$ cat config.mk
export PLATFORM = sky130hd
export DESIGN_NAME = appg_axis
export DESIGN_NICKNAME = d
export VERILOG_FILES = /design/src/core/appg_pkg.sv /design/src/core/appg_rate_if.sv /design/src/core/appg_axis.sv /design/src/core/appg_rate_nco.sv
export VERILOG_INCLUDE_DIRS = /design/src /design/src/core
export SDC_FILE = /design/constraint.sdc
export NUM_CORES = 2
export LEC_CHECK = 0
export BUFFER_PORTS_ARGS = -buffer_cell sky130_fd_sc_hd__buf_2
export CAP_MARGIN = 20
export CORE_MARGIN = 2
export CORE_UTILIZATION = 50
export CTS_CLUSTER_DIAMETER = 80
export DETAILED_ROUTE_END_ITERATION = 8
export PLACE_DENSITY_LB_ADDON = 0.3
export SETUP_SLACK_MARGIN = 0.05
export SYNTH_ARGS = -nofsm -noshare
export SYNTH_HDL_FRONTEND = slang
export SYNTH_SLANG_ARGS = --single-unit
$ cat constraint.sdc
create_clock -name MCLK -period 16.71 [get_ports MCLK]
set_clock_uncertainty 0.1 [all_clocks]
set_input_delay 5.013 -clock MCLK [delete_from_list [all_inputs] [get_ports MCLK]]
set_output_delay 5.013 -clock MCLK [all_outputs]
set_load 0.1 [all_outputs]
$ cat src/core/appg_defines.svh
// Constants of the axis pulse profile generator: offsets, fields, reset values, timing
// Notes on behaviour
// - Fixed-count mode and continuous mode both supported
// - Signalling mode from jumper pin or register
// - Fixed-count output stops when count reached
// - Larger count written while running extends motion
// - Smaller count written while running in fixed-count mode stops instantly
// - Count change may truncate the deceleration
// - Decelerate when remaining pulses not above accel pulses
// - Offset starts decel early, rest at initial speed
// - Deceleration offset resets to eight pulses
// - Continuous output runs until stop command or input
// - Decelerating stop and instant stop commands
// - Four stop inputs, each enable, level, mode
// - Drive below initial speed gives constant speed
// - Linear ramp up to drive, down to initial
// - Separate decel bit, rate loaded by code 03h
// - Asymmetric profile computes deceleration point internally
`ifndef APPG_DEFINES_SVH
`define APPG_DEFINES_SVH

// ----------------------------------------------------------------
// Clock and timing
// ----------------------------------------------------------------
`define APPG_CLK_HZ 32'd125000000

// ----------------------------------------------------------------
// Register byte offsets
// ----------------------------------------------------------------
`define APPG_OFS_MODE 8'h00
`define APPG_OFS_INIT_SPEED 8'h04
`define APPG_OFS_DRIVE_SPEED 8'h08
`define APPG_OFS_ACCEL 8'h0c
`define APPG_OFS_COUNT 8'h10
`define APPG_OFS_DEC_OFFSET 8'h14
`define APPG_OFS_STOP_CFG 8'h18
`define APPG_OFS_CMD 8'h1c
`define APPG_OFS_CMD_DATA 8'h20
`define APPG_OFS_STATUS 8'h24
`define APPG_OFS_EMITTED 8'h28
`define APPG_OFS_SPEED 8'h2c

// ----------------------------------------------------------------
// Fields of the accel mode register
// ----------------------------------------------------------------
`define APPG_MODE_CONT 0
`define APPG_MODE_SEP_DECEL 1
`define APPG_MODE_DIR 2
`define APPG_MODE_SW_SEL 3
`define APPG_MODE_SW_VAL 4
`define APPG_MODE_W 5

// Stop configuration: enables, active levels, instant-stop modes
`define APPG_STOP_EN_LSB 0
`define APPG_STOP_LVL_LSB 4
`define APPG_STOP_MODE_LSB 8
`define APPG_STOP_CFG_W 12

// ----------------------------------------------------------------
// Command codes and reset values
// ----------------------------------------------------------------
`define APPG_CMD_SET_DECEL 8'h03
`define APPG_CMD_START 8'h22
`define APPG_CMD_DEC_STOP 8'h26
`define APPG_CMD_INST_STOP 8'h27
`define APPG_RST_DEC_OFFSET 16'h0008

`endif

$ cat src/core/appg_pkg.sv
// Types shared by the axis pulse profile generator
package appg_pkg;
    typedef logic [31:0] appg_word_t;
    typedef enum logic [4:0] {
        ST_IDLE = 5'b00001,
        ST_ACCEL = 5'b00010,
        ST_CONST = 5'b00100,
        ST_DECEL = 5'b01000,
        ST_OFFSET = 5'b10000
    } appg_state_t;
endpackage : appg_pkg

$ cat src/core/appg_rate_if.sv
// Rate request and tick between the profile logic and a rate accumulator
`timescale 1ns/1ps
interface appg_rate_if #(parameter int RATE_W = 24);
    logic [RATE_W-1:0] rate;
    logic run;
    logic tick;
    modport src (output rate, output run, input tick);
    modport gen (input rate, input run, output tick);
endinterface : appg_rate_if

$ cat src/core/appg_axis.sv
// One axis of the pulse profile generator with its AHB-Lite register slave
`timescale 1ns/1ps
`include "appg_defines.svh"
module appg_axis #(
    parameter int SPEED_W = 24,
    parameter int CNT_W = 32
) (
    input wire logic MCLK,
    input wire logic RST,
    input wire logic HSEL,
    input wire appg_pkg::appg_word_t HADDR,
    input wire logic [1:0] HTRANS,
    input wire logic HWRITE,
    input wire logic [2:0] HSIZE,
    input wire appg_pkg::appg_word_t HWDATA,
    input wire logic HREADY,
    output appg_pkg::appg_word_t HRDATA,
    output logic HREADYOUT,
    output logic HRESP,
    input wire logic [3:0] EXT_STOP,
    input wire logic PMODE_JMP,
    output logic PULSE_A,
    output logic PULSE_B,
    output logic BUSY
);
    import appg_pkg::*;

    if (SPEED_W > 31 || CNT_W > 32 || CNT_W < 16) begin : g_bad_param
        $error("appg_axis: SPEED_W or CNT_W out of range");
    end

    // ----------------------------------------------------------------
    // Declarations
    // ----------------------------------------------------------------
    logic [`APPG_MODE_W-1:0] mode_q;
    logic [SPEED_W-1:0] init_speed_q;
    logic [SPEED_W-1:0] drive_speed_q;
    logic [SPEED_W-1:0] accel_q;
    logic [SPEED_W-1:0] decel_q;
    logic [CNT_W-1:0] count_q;
    logic [15:0] dec_offset_q;
    logic [`APPG_STOP_CFG_W-1:0] stop_cfg_q;
    appg_word_t cmd_data_q;
    logic wr_pend_q;
    logic [7:0] wr_addr_q;
    appg_word_t hrdata_q;
    appg_word_t rd_mux;
    logic ap_take;
    logic wr_en;
    logic [3:0] ext_meta_q;
    logic [3:0] ext_sync_q;
    logic [1:0] jmp_q;
    logic [3:0] ext_act;
    logic ext_dec;
    logic ext_inst;
    appg_state_t state_q;
    appg_state_t state_d;
    logic cont_q;
    logic sep_q;
    logic dstop_q;
    logic [SPEED_W-1:0] cur_speed_q;
    logic [CNT_W-1:0] emitted_q;
    logic [CNT_W-1:0] acc_pulses_q;
    logic [55:0] num_q;
    logic [CNT_W-1:0] rem;
    logic [CNT_W-1:0] rem_off;
    logic [55:0] rem_cost;
    logic need_decel;
    logic cmd_start;
    logic cmd_dstop;
    logic cmd_istop;
    logic cmd_decel;
    logic wr_count;
    logic shrink;
    logic inst_req;
    logic dec_req;
    logic pmode;
    logic pulse_q;
    logic dir_q;

    appg_rate_if #(.RATE_W(SPEED_W)) spd_if ();
    appg_rate_if #(.RATE_W(SPEED_W)) acc_if ();

    // ----------------------------------------------------------------
    // AHB-Lite slave
    // ----------------------------------------------------------------
    // Zero wait state, always OKAY
    assign HREADYOUT = 1'b1;
    assign HRESP = 1'b0;
    assign HRDATA = hrdata_q;
    assign ap_take = HSEL && HTRANS[1] && HREADY;
    assign wr_en = wr_pend_q;

    // Read mux, unmapped offsets read zero
    always_comb begin
        rd_mux = 32'h00000000;
        case (HADDR[7:0])
            `APPG_OFS_MODE: rd_mux = {{(32-`APPG_MODE_W){1'b0}}, mode_q};
            `APPG_OFS_INIT_SPEED: rd_mux = {{(32-SPEED_W){1'b0}}, init_speed_q};
            `APPG_OFS_DRIVE_SPEED: rd_mux = {{(32-SPEED_W){1'b0}}, drive_speed_q};
            `APPG_OFS_ACCEL: rd_mux = {{(32-SPEED_W){1'b0}}, accel_q};
            `APPG_OFS_COUNT: rd_mux = {{(32-CNT_W){1'b0}}, count_q};
            `APPG_OFS_DEC_OFFSET: rd_mux = {16'h0000, dec_offset_q};
            `APPG_OFS_STOP_CFG: rd_mux = {20'h00000, stop_cfg_q};
            `APPG_OFS_CMD_DATA: rd_mux = cmd_data_q;
            `APPG_OFS_STATUS: rd_mux = {25'h0000000, pmode, state_q, BUSY};
            `APPG_OFS_EMITTED: rd_mux = {{(32-CNT_W){1'b0}}, emitted_q};
            `APPG_OFS_SPEED: rd_mux = {{(32-SPEED_W){1'b0}}, cur_speed_q};
            default: rd_mux = 32'h00000000;
        endcase
    end

    // Address phase capture and read data
    always_ff @(posedge MCLK) begin
        if (RST) begin
            wr_pend_q <= 1'b0;
            wr_addr_q <= 8'h00;
            hrdata_q <= 32'h00000000;
        end else begin
            wr_pend_q <= ap_take && HWRITE;
            if (ap_take) begin
                wr_addr_q <= HADDR[7:0];
            end
            if (ap_take && !HWRITE) begin
                hrdata_q <= rd_mux;
            end
        end
    end

    // Command decode in the write data phase
    always_comb begin
        cmd_start = wr_en && wr_addr_q == `APPG_OFS_CMD && HWDATA[7:0] == `APPG_CMD_START;
        cmd_dstop = wr_en && wr_addr_q == `APPG_OFS_CMD && HWDATA[7:0] == `APPG_CMD_DEC_STOP;
        cmd_istop = wr_en && wr_addr_q == `APPG_OFS_CMD && HWDATA[7:0] == `APPG_CMD_INST_STOP;
        cmd_decel = wr_en && wr_addr_q == `APPG_OFS_CMD && HWDATA[7:0] == `APPG_CMD_SET_DECEL;
        wr_count = wr_en && wr_addr_q == `APPG_OFS_COUNT;
    end

    // Parameter registers
    always_ff @(posedge MCLK) begin
        if (RST) begin
            mode_q <= '0;
            init_speed_q <= '0;
            drive_speed_q <= '0;
            accel_q <= '0;
            decel_q <= '0;
            count_q <= '0;
            dec_offset_q <= `APPG_RST_DEC_OFFSET;
            stop_cfg_q <= '0;
            cmd_data_q <= 32'h00000000;
        end else if (wr_en) begin
            case (wr_addr_q)
                `APPG_OFS_MODE: mode_q <= HWDATA[`APPG_MODE_W-1:0];
                `APPG_OFS_INIT_SPEED: init_speed_q <= HWDATA[SPEED_W-1:0];
                `APPG_OFS_DRIVE_SPEED: drive_speed_q <= HWDATA[SPEED_W-1:0];
                `APPG_OFS_ACCEL: accel_q <= HWDATA[SPEED_W-1:0];
                // count may be rewritten while running
                `APPG_OFS_COUNT: count_q <= HWDATA[CNT_W-1:0];
                `APPG_OFS_DEC_OFFSET: dec_offset_q <= HWDATA[15:0];
                `APPG_OFS_STOP_CFG: stop_cfg_q <= HWDATA[`APPG_STOP_CFG_W-1:0];
                `APPG_OFS_CMD_DATA: cmd_data_q <= HWDATA;
                `APPG_OFS_CMD: if (cmd_decel) begin
                    decel_q <= cmd_data_q[SPEED_W-1:0];
                end
                default: ;
            endcase
        end
    end

    // ----------------------------------------------------------------
    // External inputs
    // ----------------------------------------------------------------
    // Two-stage synchronisers for stop inputs and jumper
    always_ff @(posedge MCLK) begin
        if (RST) begin
            ext_meta_q <= 4'h0;
            ext_sync_q <= 4'h0;
            jmp_q <= 2'h0;
        end else begin
            ext_meta_q <= EXT_STOP;
            ext_sync_q <= ext_meta_q;
            jmp_q <= {jmp_q[0], PMODE_JMP};
        end
    end

    for (genvar i = 0; i < 4; i++) begin : g_stop_in
        assign ext_act[i] = stop_cfg_q[`APPG_STOP_EN_LSB+i]
            && (ext_sync_q[i] == stop_cfg_q[`APPG_STOP_LVL_LSB+i]);
    end
    assign ext_inst = |(ext_act & stop_cfg_q[`APPG_STOP_MODE_LSB+3:`APPG_STOP_MODE_LSB]);
    assign ext_dec = |(ext_act & ~stop_cfg_q[`APPG_STOP_MODE_LSB+3:`APPG_STOP_MODE_LSB]);

    // signalling mode from jumper or software
    assign pmode = mode_q[`APPG_MODE_SW_SEL] ? mode_q[`APPG_MODE_SW_VAL] : jmp_q[1];

    // ----------------------------------------------------------------
    // Profile control
    // ----------------------------------------------------------------
    assign BUSY = (state_q != ST_IDLE);
    assign inst_req = cmd_istop || ext_inst;
    assign dec_req = cmd_dstop || ext_dec;
    assign shrink = wr_count && !cont_q && (HWDATA[CNT_W-1:0] < count_q);
    assign rem = (count_q > emitted_q) ? count_q - emitted_q : '0;
    assign rem_off = (rem > {{(CNT_W-16){1'b0}}, dec_offset_q})
        ? rem - {{(CNT_W-16){1'b0}}, dec_offset_q} : '0;
    assign rem_cost = 56'(rem_off) * 56'(decel_q);

    always_comb begin
        if (sep_q) begin
            need_decel = (rem_cost <= num_q);
        end else begin
            need_decel = (rem_off <= acc_pulses_q);
        end
    end

    // Next state
    always_comb begin
        state_d = state_q;
        case (state_q)
            ST_IDLE: if (cmd_start) begin
                // no ramp when drive is not above initial
                state_d = (drive_speed_q > init_speed_q) ? ST_ACCEL : ST_CONST;
            end
            ST_ACCEL: begin
                if (cur_speed_q >= drive_speed_q) begin
                    state_d = ST_CONST;
                end
                if (!cont_q && need_decel) begin
                    state_d = ST_DECEL;
                end
            end
            ST_CONST: if (!cont_q && need_decel && drive_speed_q > init_speed_q) begin
                state_d = ST_DECEL;
            end
            ST_DECEL: if (cur_speed_q <= init_speed_q) begin
                state_d = (!cont_q && !dstop_q && rem != '0) ? ST_OFFSET : ST_IDLE;
            end
            ST_OFFSET: state_d = ST_OFFSET;
            default: state_d = ST_IDLE;
        endcase
        if (state_q != ST_IDLE) begin
            if (dec_req && (state_q == ST_ACCEL || state_q == ST_CONST)) begin
                state_d = (cur_speed_q > init_speed_q) ? ST_DECEL : ST_IDLE;
            end
            if (!cont_q && emitted_q >= count_q) begin
                state_d = ST_IDLE;
            end
            // smaller count ends output at once
            if (shrink) begin
                state_d = ST_IDLE;
            end
            if (inst_req) begin
                state_d = ST_IDLE;
            end
        end
    end

    // State and per-motion latches
    always_ff @(posedge MCLK) begin
        if (RST) begin
            state_q <= ST_IDLE;
            cont_q <= 1'b0;
            sep_q <= 1'b0;
            dstop_q <= 1'b0;
            dir_q <= 1'b0;
        end else begin
            state_q <= state_d;
            if (state_q == ST_IDLE && cmd_start) begin
                cont_q <= mode_q[`APPG_MODE_CONT];
                sep_q <= mode_q[`APPG_MODE_SEP_DECEL];
                dstop_q <= 1'b0;
                dir_q <= mode_q[`APPG_MODE_DIR];
            end else if (BUSY && dec_req) begin
                dstop_q <= 1'b1;
            end
        end
    end

    // Rate generators for pulses and for speed steps
    assign spd_if.rate = cur_speed_q;
    assign spd_if.run = BUSY;
    assign acc_if.rate = (state_q == ST_DECEL && sep_q) ? decel_q : accel_q;
    assign acc_if.run = (state_q == ST_ACCEL) || (state_q == ST_DECEL);

    appg_rate_nco #(.RATE_W(SPEED_W)) u_speed_nco (
        .MCLK(MCLK),
        .RST(RST),
        .RATE(spd_if.gen)
    );

    appg_rate_nco #(.RATE_W(SPEED_W)) u_accel_nco (
        .MCLK(MCLK),
        .RST(RST),
        .RATE(acc_if.gen)
    );

    // Speed, acceleration pulse count and decel cost sum
    always_ff @(posedge MCLK) begin
        if (RST) begin
            cur_speed_q <= '0;
            acc_pulses_q <= '0;
            num_q <= '0;
        end else if (state_q == ST_IDLE) begin
            if (cmd_start) begin
                cur_speed_q <= init_speed_q;
                acc_pulses_q <= '0;
                num_q <= '0;
            end
        end else begin
            if (state_q == ST_ACCEL && acc_if.tick && cur_speed_q < drive_speed_q) begin
                cur_speed_q <= cur_speed_q + 1'b1;
                num_q <= num_q + 56'(cur_speed_q);
            end else if (state_q == ST_DECEL && acc_if.tick && cur_speed_q > init_speed_q) begin
                cur_speed_q <= cur_speed_q - 1'b1;
            end
            if (state_q == ST_ACCEL && spd_if.tick) begin
                acc_pulses_q <= acc_pulses_q + 1'b1;
            end
        end
    end

    // pulse output, suppressed on an instant stop
    always_ff @(posedge MCLK) begin
        if (RST) begin
            pulse_q <= 1'b0;
            emitted_q <= '0;
        end else begin
            pulse_q <= BUSY && spd_if.tick && !inst_req && !shrink;
            if (state_q == ST_IDLE && cmd_start) begin
                emitted_q <= '0;
            end else if (BUSY && spd_if.tick && !inst_req && !shrink) begin
                emitted_q <= emitted_q + 1'b1;
            end
        end
    end

    // Pulse/direction or two-pulse signalling
    assign PULSE_A = pmode ? (pulse_q && !dir_q) : pulse_q;
    assign PULSE_B = pmode ? (pulse_q && dir_q) : dir_q;
endmodule : appg_axis

$ cat src/core/appg_rate_nco.sv
// Accumulator that ticks at a rate given in events per second
`timescale 1ns/1ps
`include "appg_defines.svh"
module appg_rate_nco #(
    parameter int RATE_W = 24
) (
    input wire logic MCLK,
    input wire logic RST,
    appg_rate_if.gen RATE
);
    import appg_pkg::*;

    logic [32:0] acc_q;
    logic [32:0] sum;

    if (RATE_W > 31) begin : g_bad_width
        $error("appg_rate_nco: RATE_W above 31 not served");
    end

    // One tick each time the sum passes one second of clocks
    always_comb begin
        sum = acc_q + {{(33-RATE_W){1'b0}}, RATE.rate};
        RATE.tick = RATE.run && (sum >= {1'b0, `APPG_CLK_HZ});
    end

    // Accumulator, cleared while idle so a start has a fixed phase
    always_ff @(posedge MCLK) begin
        if (RST || !RATE.run) begin
            acc_q <= 33'h000000000;
        end else if (RATE.tick) begin
            acc_q <= sum - {1'b0, `APPG_CLK_HZ};
        end else begin
            acc_q <= sum;
        end
    end
endmodule : appg_rate_nco

==> summary.md <==
| Metric | Value |
|---|---|
| Sequential Power Share | `0.430` |
| Register-to-Register Setup Slack | `about 0.56 ns` |
| Switching share of total power | `0.2385` |
| Crit Path Category | `flip-flop to flip-flop` |
| Final worst setup slack | `roughly 0.56 ns` |
| Final HPWL DP | `approximately 140 mm` |
| Post-Syn Instances | `roughly 7300` |
| Main synth FF type | `dfxtp_1` |
| DRC | `1` |
| Pin count of the biggest net entering global routing | `between 150 and 200` |
| Async set-reset flop share out of synthesis | `0` |
| Required time worst endpoint | `~17 ns` |
| Min-Delay Path Class | `flip-flop to flip-flop` |
| Max-Cap Viols | `0` |
| CP endpoint | `state_q[3]$_SDFF_PP0_` |
| Hold depth | `1` |
| Hold Fails Final Rpt | `0` |
| Gr usage total | `0.3035` |
| I/O Pins | `approximately 120` |
| Synth Net Count | `around 8600` |
| Cell mode on critical path | `fa_1` |
| Post-DR vias/cell | `approximately 6` |
| Most common cell after layout, fill and taps aside | `inv_1` |
| Core Box Area | `116400 um^2` |
| Die Wd | `about 350 um` |
| Total Nets Final | `between 8000 and 9000` |
| Worst Reg-to-Reg Cells | `65` |
| Crit path launch type | `flip-flop` |
| CP Max Fanout | `10` |
| CP Capture Type | `flip-flop` |
| R2R Path Start | `count_q[0]$_SDFFE_PP0P_` |
| Minimum clock period | `about 16 ns` |
| Placed cells | `just under 9000` |
| Power share of the combinational group | `0.043` |
| CTS Buffer Depth | `3` |
| Max Clk Rate | `between 60 and 70 MHz` |
| Launch point of the critical path | `count_q[0]$_SDFFE_PP0P_` |
| Max stage delay on crit path | `0.63 ns` |
| Total grt overflow | `0` |
| Initial antenna violation count | `10` |
| Syn Area/Cell | `around 8 um^2` |
| Final Util | `0.5464` |
| Worst-skew pair later-pin latency | `around 0.67 ns` |
| Worst r2r dst | `state_q[3]$_SDFF_PP0_` |
| Routed WL per cell | `between 20 and 25 um` |
| Layout cells sized above 1 | `0.07129` |
| Post-synth EDFFs | `0` |
| Hold_buf cts | `0` |
| Clk slew on worst S/H paths | `roughly 0.06 ns` |
| Setup TNS | `0 ns` |
| Die Ht | `346.7 um` |
| Iter 0 DRT Violations | `around 4700` |
| Row count | `125` |
| Vias in the first global route | `about 51000` |
| Crit path DAT | `about 17 ns` |
| Net switching power | `0.0006161 W` |
| Fin cells | `8834` |
| Power density over the cells | `roughly 40 nW/um^2` |
| Initial Utilization | `0.5047` |
| Gpl congestion | `approximately 1` |
| Synth Register Bits | `464` |
| Post-Syn Area | `a little under 60000 um^2` |
| VDD IR-drop max | `0.0001295 V` |
| Antenna-violating nets left | `0` |
| Die ar. | `about 120000 um^2` |
| Status | `finished, violations left` |
| Root buf cell | `clkbuf_16` |
| First-pass iteration count of the detailed router | `9` |
| Fin crit share | `0.9663` |
| Internal | `0.001966 W` |
| CTS tree | `yes` |
| Slew @ Worst Pin | `1.196 ns` |
| Synth-to-Final Area Change | `8.280%` |
| Via Count | `roughly 52000` |
| Slew HR | `0.1998` |
| Routed wire length | `about 190 mm` |
| Failing checks | `design-rule violations` |
| Max Slew Vio Count | `0` |
| Synth Warn # | `0` |
| Seq/Total Area, Yosys | `0.1582` |
| Leakage | `approximately 29 nW` |
| Global-route wire length before repair | `around 290 mm` |
| CTS Sinks | `around 460` |
| Unique masters post-synth | `97` |
| Clock power share | `0.527` |
| Endpoints failing setup | `0` |
| Dpl ws | `-0.1361 ns` |
| Total CTS buffers | `56` |
| IO buf count | `85` |
| Commonest non-fill, non-tap cells in the layout | `inv_1, nand2_1, fa_1` |
| Slowest-stage cell, CP | `or4_4` |
| H-tree depth | `2` |
-- sequential cells by signal, summed over array words and instances (netlist names), 2 cells and up --
| signal | flops |
|---|---|
| decel_q | 24 |
| cur_speed_q | 24 |
| drive_speed_q | 24 |
| jmp_q | 2 |
| ext_sync_q | 4 |
| stop_cfg_q | 12 |
| u_speed_nco.acc_q | 33 |
| HRDATA | 32 |
| emitted_q | 32 |
| mode_q | 5 |
| accel_q | 24 |
| num_q | 56 |
| ext_meta_q | 4 |
| state_q | 5 |
| cmd_data_q | 32 |
| count_q | 32 |
| acc_pulses_q | 32 |
| u_accel_nco.acc_q | 33 |
| dec_offset_q | 16 |
| init_speed_q | 24 |
| wr_addr_q | 8 |
-- area by class of cell --
cell class,instances,area (um^2)
antenna,2,5.005
clock buffer,78,1605
clock inverter,24,441.7
fill,10874,52780
inverter,1052,3949
multi-input combinational,5404,44270
sequential,464,9289
tap,1524,1907
timing repair buffer,286,2120
-- cells by family (layout without fill, tap and decap cells) --
logic type | count (synthesis) | count (layout) | share of synthesized area
AOI/OAI and AO/OA | 1454 | 1454 | 0.1641
xor gates and xnor gates | 213 | 213 | 0.03177
adders and majority gates | 1185 | 1185 | 0.3374
buffers and inverters | 1441 | 1440 | 0.09375
DFF | 464 | 464 | 0.1582
muxes | 77 | 77 | 0.01372
other | 2 | 4 | 0.0001279
and+or+nand+nor | 2473 | 2473 | 0.2010
-- stage by stage --
step           total power [W]  instance area [um^2]  hold slack, ns
4_1_cts               0.002585                 63270          0.3451
2_1_floorplan         0.001196                 58720          0.3138
3_3_place_gp          0.001240                 61150          0.3295
5_1_grt               0.002637                 63580          0.3625
6_report              0.002583                 63580          0.3399
3_5_place_dp          0.001241                 61150          0.3313
-- Yosys cell counts (26+ instances only) --
master | number | area (um^2)
clkbuf_1 | 316 | 1186
nand4_1 | 109 | 681.9
nand2b_1 | 43 | 269.0
mux2i_1 | 49 | 490.5
nand2_1 | 1048 | 3934
a222oi_1 | 26 | 260.3
o21ai_0 | 174 | 870.8
fa_1 | 664 | 13290
a22oi_1 | 50 | 375.4
nor4_1 | 32 | 200.2
and3_1 | 69 | 431.7
dfxtp_1 | 464 | 9289
ha_1 | 521 | 6519
nor2_1 | 358 | 1344
a211oi_1 | 57 | 427.9
nand3_1 | 204 | 1021
o21bai_1 | 31 | 232.7
a21oi_1 | 508 | 2542
buf_2 | 50 | 250.2
xnor2_1 | 140 | 1226
o21a_1 | 60 | 450.4
nor2b_1 | 51 | 319.1
a21o_1 | 175 | 1314
o31ai_1 | 27 | 202.7
a22o_1 | 32 | 280.3
xor2_1 | 73 | 639.4
inv_1 | 1052 | 3949
mux2_2 | 28 | 315.3
and2_1 | 328 | 2052
nor3_1 | 88 | 440.4
a31oi_1 | 56 | 350.3
and4_1 | 29 | 254.0
o211ai_1 | 33 | 247.7
-- worst max-delay path: cells and delay by family (launching register included) --
kind / cells / cell delay, ns
DFF: 1 / 0.31
muxes: 1 / 0.19
adders and majority gates: 13 / 5.42
and+or+nand+nor: 10 / 2.63
buffers and inverters: 12 / 1.17
AOI/OAI and AO/OA: 29 / 6.19
-- per-layer routing --
metal / wire, um / track usage
met1: 77740 / 0.4124
met3: 16670 / 0.04795
met2: 82610 / 0.4869
met5: 92 / 0
met4: 7917 / 0.1139
-- what timing repair did --
item                       4_1_cts  5_1_grt
pin swaps                        1        8
resized for setup                8       34
setup endpoints to repair        3        3
hold endpoints to repair         0        0
buffers inserted                 4        9
gates cloned                     0        2
-- how the worst min path moves through the flow --
| stage | from | to | slack (ns) |
|---|---|---|---|
| 3_3_place_gp | ext_meta_q[0]$_SDFF_PP0_ | ext_sync_q[0]$_SDFF_PP0_ | 0.33 |
| 4_1_cts | ext_meta_q[3]$_SDFF_PP0_ | ext_sync_q[3]$_SDFF_PP0_ | 0.35 |
| 5_1_grt | jmp_q[0]$_SDFF_PP0_ | jmp_q[1]$_SDFF_PP0_ | 0.36 |
| 3_5_place_dp | ext_meta_q[3]$_SDFF_PP0_ | ext_sync_q[3]$_SDFF_PP0_ | 0.33 |
| 6_report | ext_meta_q[3]$_SDFF_PP0_ | ext_sync_q[3]$_SDFF_PP0_ | 0.34 |
| 2_1_floorplan | ext_meta_q[0]$_SDFF_PP0_ | ext_sync_q[0]$_SDFF_PP0_ | 0.31 |
-- power by group through the flow --
stage | logic (W) | registers [W] | clock network [W]
after global routing | 0.000119 | 0.00111 | 0.00141
final | 0.000112 | 0.00111 | 0.00136
after global placement | 0.000106 | 0.00113 | 0
after CTS | 0.000107 | 0.00111 | 0.00137
after floorplan | 0.0000624 | 0.00113 | 0
after detailed placement | 0.000107 | 0.00113 | 0
Power figures use the tool's default switching activity.
